**config.mk**
```make
export PLATFORM = sky130hd
export DESIGN_NAME = sio_server
export DESIGN_NICKNAME = d
export VERILOG_FILES = /design/src/design/sio_pkg.sv /design/src/design/sio_filter.sv /design/src/design/sio_emul.sv /design/src/design/sio_server.sv
export VERILOG_INCLUDE_DIRS = /design/src /design/src/design
export SDC_FILE = /design/constraint.sdc
export NUM_CORES = 2
export LEC_CHECK = 0
export ABC_AREA = 1
export BUFFER_PORTS_ARGS = -buffer_cell sky130_fd_sc_hd__buf_4
export CORE_ASPECT_RATIO = 1.75
export CORE_MARGIN = 2
export CORE_UTILIZATION = 55
export CTS_CLUSTER_SIZE = 30
export DETAILED_ROUTE_END_ITERATION = 10
export GPL_TIMING_DRIVEN = 0
export HOLD_SLACK_MARGIN = 0.03
export PLACE_DENSITY = 0.74
export RECOVER_POWER = 50
export SYNTH_ARGS = -nofsm -noshare
export SYNTH_HDL_FRONTEND = slang
export SYNTH_SLANG_ARGS = --single-unit
```
**constraint.sdc**
```tcl
create_clock -name CLOCK_IN -period 18.7 [get_ports CLOCK_IN]
set_input_delay 0.935 -clock CLOCK_IN [delete_from_list [all_inputs] [get_ports CLOCK_IN]]
set_output_delay 0.935 -clock CLOCK_IN [all_outputs]
set_load 0.01 [all_outputs]
```
**src/design/sio_consts.svh**
```systemverilog
// register offsets, field positions, codes and reset values of the simple io server
`ifndef SIO_CONSTS_SVH
`define SIO_CONSTS_SVH
`define SIO_OFF_PAYLOAD_LAST 8'h07
`define SIO_OFF_ADDR_HIGH 8'h08
`define SIO_OFF_ADDR_LOW 8'h09
`define SIO_OFF_OFFS_HIGH 8'h0A
`define SIO_OFF_OFFS_LOW 8'h0B
`define SIO_OFF_CTRL 8'h0C
`define SIO_OFF_STATUS 8'h0D
`define SIO_OFF_ERROR 8'h0E
`define SIO_OFF_IRQ_STAT 8'h0F
`define SIO_OFF_IRQ_MASK 8'h10
`define SIO_BIT_READ 6
`define SIO_BIT_INDIRECT 5
`define SIO_BIT_LAUNCH 0
`define SIO_RID_ACCESS 10'h200
`define SIO_RID_MANAGE 10'h201
`define SIO_DATA_SIZE 8'h04
`define SIO_DATA_TYPE 8'h05
`define SIO_ACCESS_RD_LEVEL 8'h00
`define SIO_ACCESS_WR_LEVEL 8'h00
`define SIO_MANAGE_RD_LEVEL 8'h00
`define SIO_MANAGE_WR_LEVEL 8'h02
`define SIO_IO_MAX 15'h007F
`define SIO_MG_FILTER0 15'h0000
`define SIO_MG_FILTER1 15'h0001
`define SIO_MG_EMUL 15'h0100
`define SIO_WEIGHT_MIN 8'h01
`define SIO_WEIGHT_MAX 8'h64
`define SIO_WEIGHT_RESET 7'h64
`define SIO_LEVEL_HIGH 8'h01
`define SIO_ERR_NONE 8'h00
`define SIO_ERR_DIRECTION 8'h41
`define SIO_ERR_LEVEL 8'h42
`define SIO_ERR_RANGE 8'h43
`define SIO_ERR_VALUE 8'h44
`define SIO_ERR_RID 8'h45
`define SIO_ERR_ACCESS 8'h46
`endif

```
**src/design/sio_pkg.sv**
```systemverilog
// types shared by the simple io server modules
package sio_pkg;
    typedef struct packed {
        logic read;
        logic indirect;
        logic [9:0] resource_identifier;
        logic [14:0] offset;
    } sio_msg_s;
    typedef struct packed {
        logic [15:0] ch1;
        logic [15:0] ch0;
    } sio_pair_s;
    typedef logic [1:0][6:0] sio_weights_t;
endpackage

```
**src/design/sio_filter.sv**
```systemverilog
// per-channel low pass filter with a percentage weight for new samples
`timescale 1ns/10ps
module sio_filter
    import sio_pkg::*;
(
    input wire logic clk_in,
    input wire logic rst_n_in,
    input wire logic valid_in,
    input wire sio_pair_s sample_in,
    input wire sio_weights_t weight_in,
    output sio_pair_s avg_out
);
    typedef struct packed {
        sio_pair_s avg;
    } sio_flt_state_s;
    sio_flt_state_s s_r;
    sio_flt_state_s s_nxt;

    // weight w: avg = (w*x + (100-w)*avg)/100; truncation biases slightly low
    function automatic logic [15:0] blend(input logic [15:0] x, input logic [15:0] a,
                                          input logic [6:0] w);
        logic [23:0] sum;
        sum = 24'(x) * 24'(w) + 24'(a) * 24'(7'h64 - w);
        return 16'(sum / 24'h000064);
    endfunction

    always_comb begin
        s_nxt = s_r;
        if (valid_in) begin
            s_nxt.avg.ch0 = blend(sample_in.ch0, s_r.avg.ch0, weight_in[0]);
            s_nxt.avg.ch1 = blend(sample_in.ch1, s_r.avg.ch1, weight_in[1]);
        end
    end

    always_ff @(posedge clk_in) begin
        if (!rst_n_in) begin
            s_r <= '0;
        end else begin
            s_r <= s_nxt;
        end
    end

    assign avg_out = s_r.avg;
endmodule // sio_filter

```
**src/design/sio_emul.sv**
```systemverilog
// platinum to silicon sensor resistance emulation
`timescale 1ns/10ps
module sio_emul
    import sio_pkg::*;
#(
    parameter logic [15:0] PT_BASE = 16'h03E8,
    parameter logic [15:0] SI_BASE = 16'h07D0,
    parameter logic [7:0] SI_GAIN = 8'h30,
    parameter int SI_SHIFT = 4
) (
    input wire logic clk_in,
    input wire logic rst_n_in,
    input wire logic enable_in,
    input wire sio_pair_s res_in,
    output sio_pair_s res_out
);
    typedef struct packed {
        sio_pair_s res;
    } sio_emu_state_s;
    sio_emu_state_s s_r;
    sio_emu_state_s s_nxt;

    // linear fit around the base point; readings below it clamp to the base
    function automatic logic [15:0] convert(input logic [15:0] r);
        logic [23:0] d;
        d = (r > PT_BASE) ? 24'(r - PT_BASE) * 24'(SI_GAIN) : 24'h000000;
        return 16'(24'(SI_BASE) + (d >> SI_SHIFT));
    endfunction

    always_comb begin
        s_nxt.res = res_in;
        if (enable_in) begin
            s_nxt.res.ch0 = convert(res_in.ch0);
            s_nxt.res.ch1 = convert(res_in.ch1);
        end
    end

    always_ff @(posedge clk_in) begin
        if (!rst_n_in) begin
            s_r <= '0;
        end else begin
            s_r <= s_nxt;
        end
    end

    assign res_out = s_r.res;
endmodule // sio_emul

```
**src/design/sio_server.sv**
```systemverilog
// simple io resource server behind a byte register port
//
// Strobed register access and the register offsets were decided locally.
`timescale 1ns/10ps
`include "sio_consts.svh"
// Contract
// io access resource 200h, uint32, levels 0
// direct read returns defining values, offsets 0-5
// wrong direction access rejected with 41h
// payload byte 3 carries io level
// offset selects io number 0 to 127
// management resource 201h, write needs level 2
// offsets 0 and 1 select input filters
// filter weight is percentage 1 to 100
// weight 100 bypasses, 50 blends equally
// weight 1 gives one percent influence
// weight in byte 0, others reserved
// offset 100h write switches emulation
// offset 100h read returns emulation state
// emulation converts platinum to silicon resistance
// master waits release flag between accesses
// reserved value or offset rejected, unchanged
module sio_server
    import sio_pkg::*;
#(
    parameter int N_IO = 128,
    parameter logic [N_IO-1:0] IO_OUTPUT_MASK = N_IO'(1),
    parameter logic [7:0] TIMEOUT = 8'h0A,
    parameter logic [63:0] ACCESS_NAME = 64'h53494F5F41434345, // arbitrary
    parameter logic [63:0] MANAGE_NAME = 64'h53494F5F4D474D54 // arbitrary
) (
    input wire logic CLOCK_IN,
    input wire logic RESETN_IN,
    input wire logic [7:0] ADDR_IN,
    input wire logic [7:0] WDATA_IN,
    input wire logic WRITE_IN,
    input wire logic READ_IN,
    output logic [7:0] RDATA_OUT,
    input wire logic [2:0] ACCESS_LEVEL_IN,
    input wire logic [N_IO-1:0] IO_IN,
    output logic [N_IO-1:0] IO_OUT,
    input wire logic SAMPLE_VALID_IN,
    input wire sio_pair_s SAMPLE_IN,
    output sio_pair_s TEMP_OUT,
    output logic IRQ_OUT
);
    typedef struct packed {
        logic [7:0][7:0] payload;
        logic [7:0] addr_h;
        logic [7:0] addr_l;
        logic [7:0] offs_h;
        logic [7:0] offs_l;
        logic launch;
        logic release_flag;
        logic error;
        logic [7:0] err_code;
        logic [1:0] irq_stat;
        logic [1:0] irq_mask;
        logic [N_IO-1:0] io_out;
        sio_weights_t weights;
        logic emul_on;
        logic [7:0] rdata;
    } sio_state_s;
    sio_state_s s_r;
    sio_state_s s_nxt;

    sio_msg_s msg;
    sio_pair_s filtered;
    logic is_acc;
    logic is_mg;
    logic io_ok;
    logic io_is_out;
    logic [6:0] io_idx;
    logic lvl_ok;
    logic wgt_ok;
    logic rsv_zero;

    assign msg.read = s_r.addr_h[`SIO_BIT_READ];
    assign msg.indirect = s_r.addr_h[`SIO_BIT_INDIRECT];
    assign msg.resource_identifier = {s_r.addr_h[1:0], s_r.addr_l};
    assign msg.offset = {s_r.offs_h[6:0], s_r.offs_l};
    assign is_acc = (msg.resource_identifier == `SIO_RID_ACCESS);
    assign is_mg = (msg.resource_identifier == `SIO_RID_MANAGE);
    assign io_idx = msg.offset[6:0];
    // io numbers beyond the fitted count are refused like reserved ones
    assign io_ok = (msg.offset <= `SIO_IO_MAX) && (msg.offset < 15'(N_IO));
    assign io_is_out = IO_OUTPUT_MASK[io_idx];
    assign lvl_ok = ({5'h00, ACCESS_LEVEL_IN} >= `SIO_MANAGE_WR_LEVEL);
    assign wgt_ok = (s_r.payload[0] >= `SIO_WEIGHT_MIN) && (s_r.payload[0] <= `SIO_WEIGHT_MAX);
    assign rsv_zero = (s_r.payload[1] == 8'h00) && (s_r.payload[2] == 8'h00);

    // defining value by offset; numbers land in byte 3, the low byte of the uint32
    function automatic logic [7:0] def_value(input logic [2:0] offs, input logic mg,
                                             input logic [7:0] tmo);
        logic [7:0] v;
        case (offs)
            3'h1: v = `SIO_DATA_SIZE;
            3'h2: v = mg ? `SIO_MANAGE_RD_LEVEL : `SIO_ACCESS_RD_LEVEL;
            3'h3: v = mg ? `SIO_MANAGE_WR_LEVEL : `SIO_ACCESS_WR_LEVEL;
            3'h4: v = tmo;
            3'h5: v = `SIO_DATA_TYPE;
            default: v = 8'h00;
        endcase
        return v;
    endfunction

    always_comb begin
        logic [7:0] err;
        logic done;
        err = `SIO_ERR_NONE;
        done = 1'b0;
        s_nxt = s_r;
        s_nxt.rdata = 8'h00;
        if (WRITE_IN) begin
            if (ADDR_IN <= `SIO_OFF_PAYLOAD_LAST) begin
                s_nxt.payload[ADDR_IN[2:0]] = WDATA_IN;
            end
            case (ADDR_IN)
                `SIO_OFF_ADDR_HIGH: s_nxt.addr_h = WDATA_IN;
                `SIO_OFF_ADDR_LOW: s_nxt.addr_l = WDATA_IN;
                `SIO_OFF_OFFS_HIGH: s_nxt.offs_h = WDATA_IN;
                `SIO_OFF_OFFS_LOW: s_nxt.offs_l = WDATA_IN;
                `SIO_OFF_IRQ_MASK: s_nxt.irq_mask = WDATA_IN[1:0];
                `SIO_OFF_IRQ_STAT: s_nxt.irq_stat = s_r.irq_stat & ~WDATA_IN[1:0];
                `SIO_OFF_CTRL: begin
                    // a launch while busy is dropped; the master must wait for release
                    if (WDATA_IN[`SIO_BIT_LAUNCH] && s_r.release_flag) begin
                        s_nxt.launch = 1'b1;
                        s_nxt.release_flag = 1'b0;
                    end
                end
                default: ;
            endcase
        end
        if (s_r.launch) begin
            done = 1'b1;
            if (!is_acc && !is_mg) begin
                err = `SIO_ERR_RID;
            end else if (!msg.indirect) begin
                if (!msg.read) begin
                    err = `SIO_ERR_ACCESS;
                end else if (msg.offset == 15'h0000) begin
                    s_nxt.payload = is_mg ? MANAGE_NAME : ACCESS_NAME;
                end else if (msg.offset <= 15'h0005) begin
                    s_nxt.payload = '0;
                    s_nxt.payload[3] = def_value(msg.offset[2:0], is_mg, TIMEOUT);
                end else begin
                    err = `SIO_ERR_RANGE;
                end
            end else if (is_acc) begin
                if (!io_ok) begin
                    err = `SIO_ERR_RANGE;
                end else if (msg.read == io_is_out) begin
                    err = `SIO_ERR_DIRECTION;
                end else if (msg.read) begin
                    s_nxt.payload = '0;
                    s_nxt.payload[3] = {7'h00, IO_IN[io_idx]};
                end else if (!rsv_zero || s_r.payload[0] != 8'h00
                             || s_r.payload[3] > `SIO_LEVEL_HIGH) begin
                    err = `SIO_ERR_VALUE;
                end else begin
                    s_nxt.io_out[io_idx] = s_r.payload[3][0];
                end
            end else if (msg.read) begin
                s_nxt.payload = '0;
                if (msg.offset == `SIO_MG_FILTER0 || msg.offset == `SIO_MG_FILTER1) begin
                    s_nxt.payload[0] = {1'b0, s_r.weights[msg.offset[0]]};
                end else if (msg.offset == `SIO_MG_EMUL) begin
                    s_nxt.payload[3] = {7'h00, s_r.emul_on};
                end else begin
                    s_nxt.payload = s_r.payload;
                    err = `SIO_ERR_RANGE;
                end
            end else if (!lvl_ok) begin
                err = `SIO_ERR_LEVEL;
            end else if (msg.offset == `SIO_MG_FILTER0 || msg.offset == `SIO_MG_FILTER1) begin
                if (!wgt_ok || !rsv_zero || s_r.payload[3] != 8'h00) begin
                    err = `SIO_ERR_VALUE;
                end else begin
                    s_nxt.weights[msg.offset[0]] = s_r.payload[0][6:0];
                end
            end else if (msg.offset == `SIO_MG_EMUL) begin
                if (!rsv_zero || s_r.payload[0] != 8'h00
                    || s_r.payload[3] > `SIO_LEVEL_HIGH) begin
                    err = `SIO_ERR_VALUE;
                end else begin
                    s_nxt.emul_on = s_r.payload[3][0];
                end
            end else begin
                err = `SIO_ERR_RANGE;
            end
            s_nxt.launch = 1'b0;
            s_nxt.release_flag = 1'b1;
            s_nxt.error = (err != `SIO_ERR_NONE);
            s_nxt.err_code = err;
        end
        // completion and error events; setting wins over a clear in the same cycle
        s_nxt.irq_stat = s_nxt.irq_stat | {err != `SIO_ERR_NONE, done};
        if (READ_IN) begin
            if (ADDR_IN <= `SIO_OFF_PAYLOAD_LAST) begin
                s_nxt.rdata = s_r.payload[ADDR_IN[2:0]];
            end
            case (ADDR_IN)
                `SIO_OFF_ADDR_HIGH: s_nxt.rdata = s_r.addr_h;
                `SIO_OFF_ADDR_LOW: s_nxt.rdata = s_r.addr_l;
                `SIO_OFF_OFFS_HIGH: s_nxt.rdata = s_r.offs_h;
                `SIO_OFF_OFFS_LOW: s_nxt.rdata = s_r.offs_l;
                `SIO_OFF_STATUS: s_nxt.rdata = {6'h00, s_r.error, s_r.release_flag};
                `SIO_OFF_ERROR: s_nxt.rdata = s_r.err_code;
                `SIO_OFF_IRQ_STAT: s_nxt.rdata = {6'h00, s_r.irq_stat};
                `SIO_OFF_IRQ_MASK: s_nxt.rdata = {6'h00, s_r.irq_mask};
                default: ;
            endcase
        end
    end

    always_ff @(posedge CLOCK_IN) begin
        if (!RESETN_IN) begin
            s_r <= '0;
            s_r.release_flag <= 1'b1;
            s_r.weights <= {`SIO_WEIGHT_RESET, `SIO_WEIGHT_RESET};
        end else begin
            s_r <= s_nxt;
        end
    end

    sio_filter u_filter (
        .clk_in(CLOCK_IN),
        .rst_n_in(RESETN_IN),
        .valid_in(SAMPLE_VALID_IN),
        .sample_in(SAMPLE_IN),
        .weight_in(s_r.weights),
        .avg_out(filtered)
    );

    sio_emul u_emul (
        .clk_in(CLOCK_IN),
        .rst_n_in(RESETN_IN),
        .enable_in(s_r.emul_on),
        .res_in(filtered),
        .res_out(TEMP_OUT)
    );

    assign RDATA_OUT = s_r.rdata;
    assign IO_OUT = s_r.io_out;
    assign IRQ_OUT = |(s_r.irq_stat & s_r.irq_mask);
endmodule // sio_server

```
Yosys cells after proc, flatten, opt, wreduce, memory -nomap -nowiden
Memories as Yosys holds them, arrays and structs flattened. A register that Yosys moved wholly into a read port is not among the register bits. Index checks and enable logic that the tools add are counted.

Add/sub/neg operators: 8. Multipliers: 6. Div/mod/pow operators: 2. Magnitude comparators: 16. Eq/ne operators: 19. Shift operators: 0. Muxes and demuxes: 73. Bitwise gates (word level): 12. Reductions and logical operators: 36.

Operators with widths (count): two-way mux 64 bit (12); two-way mux 8 bit (21); bitwise mux 128 bit (1); two-way mux 98 bit (1); two-way mux 7 bit (12); bitwise mux 64 bit (1); equality test 8 x 4 -> 1 bit (second input constant) (8); two-way mux 32 bit (2); case mux 8 bit (8 select lines) (1); two-way mux 56 bit (1); adder 23 x 24 -> 24 bit (2); divider 24 x 7 -> 24 bit (second input constant) (2); multiplier 16 x 24 -> 24 bit (2); multiplier 24 x 2 -> 16 bit (second input constant) (2); multiplier 16 x 7 -> 23 bit (2); two-way mux 20 bit (2); subtractor 16 x 10 -> 17 bit (second input constant) (2); adder 11 x 16 -> 16 bit (first input constant) (2); greater-than comparator 16 x 10 -> 1 bit (second input constant) (2); nonzero test 8 bit (4); two-way mux 28 bit (1); binary-select mux 8 bit (select 3 bit) (1); demux 8 bit (select 3 bit) (1); two-way mux 24 bit (1); other kinds (46) (86).

Register bits after elaboration: 326. Latch bits: 0. Bits in writable memories: 0. Bits in read-only memories: 128. Output and inout bits: 169. Logic and storage cells: 200. Memories kept: 1.

Memory list: (name not given) (words 128, width 1, rd ports 1, clocked after Yosys merged registers in 1, write ports 0, RTL line sio_server.sv:87) `assign io_is_out = IO_OUTPUT_MASK[io_idx];`.

Logic depth before layout (Yosys ltp)
Depth in word-level cells: 17. Mapped depth: 126. Depth with buffers taken out: 124.

Cells and area by module
A second synthesis with hierarchy kept.

Cell total of the unflattened synthesis: 6242. Area, all modules: 42852.3 µm².

By module, submodules not included: sio_filter (times used 1, cells each 3373, area an instance 24269.5 µm², seq. area each 640.6 µm²); sio_server (times used 1, cells each 2126, area an instance 14233.7 µm², seq. area each 5185.0 µm²); sio_emul (times used 1, cells each 743, area an instance 4349.2 µm², seq. area each 640.6 µm²).

Worst setup path after synthesis
Ideal clock, no wire load.

Path kind: register -> register. From: register s_r[10] (netlist bit). To: register u_filter.s_r (netlist bit u_filter.avg_out[0]). Setup time: 109 ps. Arrival time: 14815 ps. Required time: 18591 ps. Path slack: 3775 ps. Cell stages (with the launch flop): 111. Cells stage by stage: dfxtp_1 > clkbuf_1 > inv_1 > a21oi_1 > or2_2 > nor2_1 > nor3_1 > clkinv_1 > nor2_1 > fa_1 > fa_1 > inv_1 > fa_1 > fa_1 > fa_1 > inv_1 > fa_1 > inv_1 > (+75 left out) > nand2_2 > nand2_2 > nand2_1 > nand2_2 > nor2_2 > nand2_2 > nand2_4 > nand2_1 > nand2_1 > nand2_1 > inv_2 > nand3_1 > nand2_1 > nand2_1 > nand2_1 > nand3_1 > nand2_1 > inv_1.

Word-level cells in the longest chain between the ends: 4.

Ends and longest elaborated chain: from (decl) (RTL line sio_server.sv:64) `sio_state_s s_r;`; from (signal assigned) (RTL line sio_server.sv:223) `s_r <= s_nxt;`; subtractor 7 x 7 -> 8 bit (RTL line sio_filter.sv:23) `sum = 24'(x) * 24'(w) + 24'(a) * 24'(7'h64 - w);`; multiplier 16 x 24 -> 24 bit (RTL line sio_filter.sv:23); adder 23 x 24 -> 24 bit (*) (RTL line sio_filter.sv:23); divider 24 x 7 -> 24 bit (*) (RTL line sio_filter.sv:24) `return 16'(sum / 24'h000064);`; to (signal assigned) (RTL line sio_filter.sv:39) `s_r <= s_nxt;`; to (decl) (RTL line sio_filter.sv:16) `sio_flt_state_s s_r;`.

Mark *: on every way between the ends. The rest lies on a longest branch, timed or not. A chain may end at the register's enable or synchronous reset.

Worst setup path in the final report
From: register s_r[18] (netlist bit). To: register u_filter.s_r (netlist bit u_filter.avg_out[16]).

Same word-level chain as after synthesis.

==> results.md <==
* Status: complete, no violations
* Crit-path slowest cell: fa_2
* Async set-reset flop share out of synthesis at 0%
* CP Launch Type: register
* Worst-path clk slew at 0.07 ns
* Commonest non-fill, non-tap cells in the layout: inv_1, nand2_1, nor2_1
* Flops & latches, synth at 323
* Hold path depth at 2
* Relative slew slack at 11.6%
* Final HPWL DP at 121000 um
* Total core area at 77200 sq um
* Final period utilization at 91.2%
* Commonest non-fill, non-tap cell in the layout: inv_1
* Detailed-route wire length per cell at 19.8 um
* DR vias/cell at 5.58
* Worst EP arrival at 17.56 ns
* Critical Path Most Common Cell: nand2_2
* Synth warnings at 0
* # DRC at 0
* Skew final at 0.0299 ns
* Die X at 215 um
* Register area share after synthesis at 15.1%
* Maximum clock insertion buffer count at 3
* Total track usage at 36.3%
* Top cell type's share of synthesized area at 24.3%
* CP top delay family: simple AND/OR/NAND/NOR gates
* TritonCTS buffer count at 35
* Syn Inst Count at 5877
* Starting density of the core at 55.4%
* CTS tree: done
* Max H-tree Level at 2
* Hold crit path type: register to register
* Final setup viols at 0
* Setup crit end kind: register
* Worst Max-Slew Pin Slew at 1.32 ns
* Max incr delay on CP at 0.79 ns
* RSZ-0062 raised after global routing: no
* Initial antenna violation count at 5
* IO Port Bufs at 349
* Ys flop type: dfxtp_1
* Routability cong. at 1.01
* ANT nets after route at 0
* Vias at 40900
* # Post-CTS Setup Buffers at 0
* Crit Path Class: register to register
* Minimum clock period at 17.05 ns
* Syn Nets at 6789
* Nets at 7176
* Number of clock sinks at 323
* Mean Syn Cell Area at 7.28 sq um
* Grt ovf at 0
* DRT Pass-1 Iters at 6
* Final wirelength at 145000 um
* Stages on the worst setup path at 107
* Critical path buffers and inverters at 11
* Synth area leader: fa_1
* P&R area growth vs syn at 10.7%
* Yosys cell types at 69
* Post-layout util at 61.4%
* Max-cap viol count at 0
* First-pass GRT wire length at 225000 um
* Vias in the first global route at 41900
* Clk root buf: clkbuf_16
* CP required at 19.21 ns
* Clock latency on the worst-skew pair at 0.60 ns
* Layout cells sized above 1 at 11.6%
* Die area at 80100 sq um
* Top post-synthesis cells by area: fa_1, dfxtp_1, inv_1, nand2_1, ha_1
* R2R depth at 107
* Max FO, Critical Path at 10
* Die height at 373 um
* Pins Over Slew Limit at 0
* Number of flops mapped to enable cells by yosys at 0
* Iter 0 DRT Violations at 2896
* Pin count of the biggest net entering global routing at 15
* Boundary Pins at 353
* Post-Syn Area at 42800 sq um
* Row count at 135
* F_max at 58.7 MHz
* Fin. Hold Viols at 0
* Setup TNS at 0 ns
[cells by family (layout without fill, tap and decap cells)]
| kind of cell | count (synthesis) | after routing | share of synthesized area (%) |
|---|---|---|---|
| and+or+nand+nor | 2224 | 2224 | 23.9 |
| buffers and inverters | 1553 | 1965 | 14.8 |
| AOI/OAI and AO/OA | 939 | 939 | 13.4 |
| adders and majority gates | 728 | 728 | 30.4 |
| DFF | 323 | 323 | 15.1 |
| xor gates and xnor gates | 109 | 109 | 2.30 |
| muxes | 1 | 1 | 0.0234 |
| other | 0 | 2 | 0 |
[timing repair]
item | in CTS | in global routing
hold buffers | 0 | 0
setup endpoints to repair | 0 | 4
resized for setup | 0 | 4
endpoints found under the hold margin | 0 | 0
[metrics by stage]
step           cells  instance area [sq um]  setup WS [ns]  hold slack [ns]
3_5_place_dp    7255                  46700           1.12            0.442
6_report        7318                  47400           1.65            0.454
5_1_grt         7317                  47400          0.150            0.475
2_1_floorplan   5877                  42800           3.78            0.425
4_1_cts         7317                  47900           1.02            0.451
3_3_place_gp    7253                  46700          0.448            0.437
[tightest hold or removal path, delay by kind of cell, from the launching register on]
family,cells,cell delay (ns)
AO/OA/AOI/OAI,1,0.05
buffers and inverters,1,0.06
flip-flops,1,0.30
[registers in the layout, summed over array words and instances, names as in the netlist]
signal / flops
IO_OUT: 128
RDATA_OUT: 8
io_idx: 7
io_is_out: 1
msg: 20
s_r: 95
u_emul.res_out: 32
u_filter.avg_out: 32
[final cells by class]
class / instances / area, sq um
clock buffer: 45 / 953
clock inverter: 17 / 200
tap: 1027 / 1280
timing repair buffer: 351 / 2120
antenna: 2 / 5.00
multi-input combinational: 4001 / 30000
buffer: 307 / 1660
inverter: 1245 / 4680
fill: 7338 / 29800
sequential: 323 / 6470
[worst paths after layout]
path | slack, ns | end | startpoint
max | 1.65 | u_filter.avg_out[16]$_SDFFE_PN0P_ | s_r[18]$_SDFFE_PN1P_
min | 0.45 | s_r[181]$_SDFFE_PN0P_ | s_r[181]$_SDFFE_PN0P_
max reg2reg | 1.65 | u_filter.avg_out[16]$_SDFFE_PN0P_ | s_r[18]$_SDFFE_PN1P_
min reg2reg | 0.45 | s_r[181]$_SDFFE_PN0P_ | s_r[181]$_SDFFE_PN0P_
[cell usage after synthesis (4+ instances only)]
cell type  number
clkbuf_1      158
a22oi_1        37
nand2_4        42
a31oi_1        54
nand2_1      1053
inv_2          47
nor4_1         13
nand2_2       133
nand3b_1        7
nor2_1        533
fa_1          520
o21ai_0       191
o21ai_2         5
o21ai_1        39
a21o_1          4
o211ai_1       27
o21bai_1        9
buf_4         137
or2_2           6
a311oi_1        4
nand3_4         8
ha_1          208
o31ai_1         7
o21a_1        129
nor3_1         58
nand4_1        61
nand3_1       228
nand4_2        16
xnor2_1        39
nor2_2         18
clkinv_1       25
nor2_4         13
xor2_1         66
buf_1          12
a21oi_1       291
o221ai_1        6
inv_1        1172
nand3_2        21
a211oi_1       44
a22o_1         10
dfxtp_1       323
a221oi_1       28
o22ai_1        39
[metal layers]
metal	track usage [%]	up-vias	share of wire [%]	wire length [um]
li1	-	19000	-	-
met1	36.2	19400	33	47600
met2	65.3	1801	50	73100
met3	5.60	651	6.4	9310
met4	31.4	4	10	15200
met5	0	-	0.018	26
Power is not shown: default switching activity piles up to over one toggle a cycle in this logic, so the estimate is an artifact.
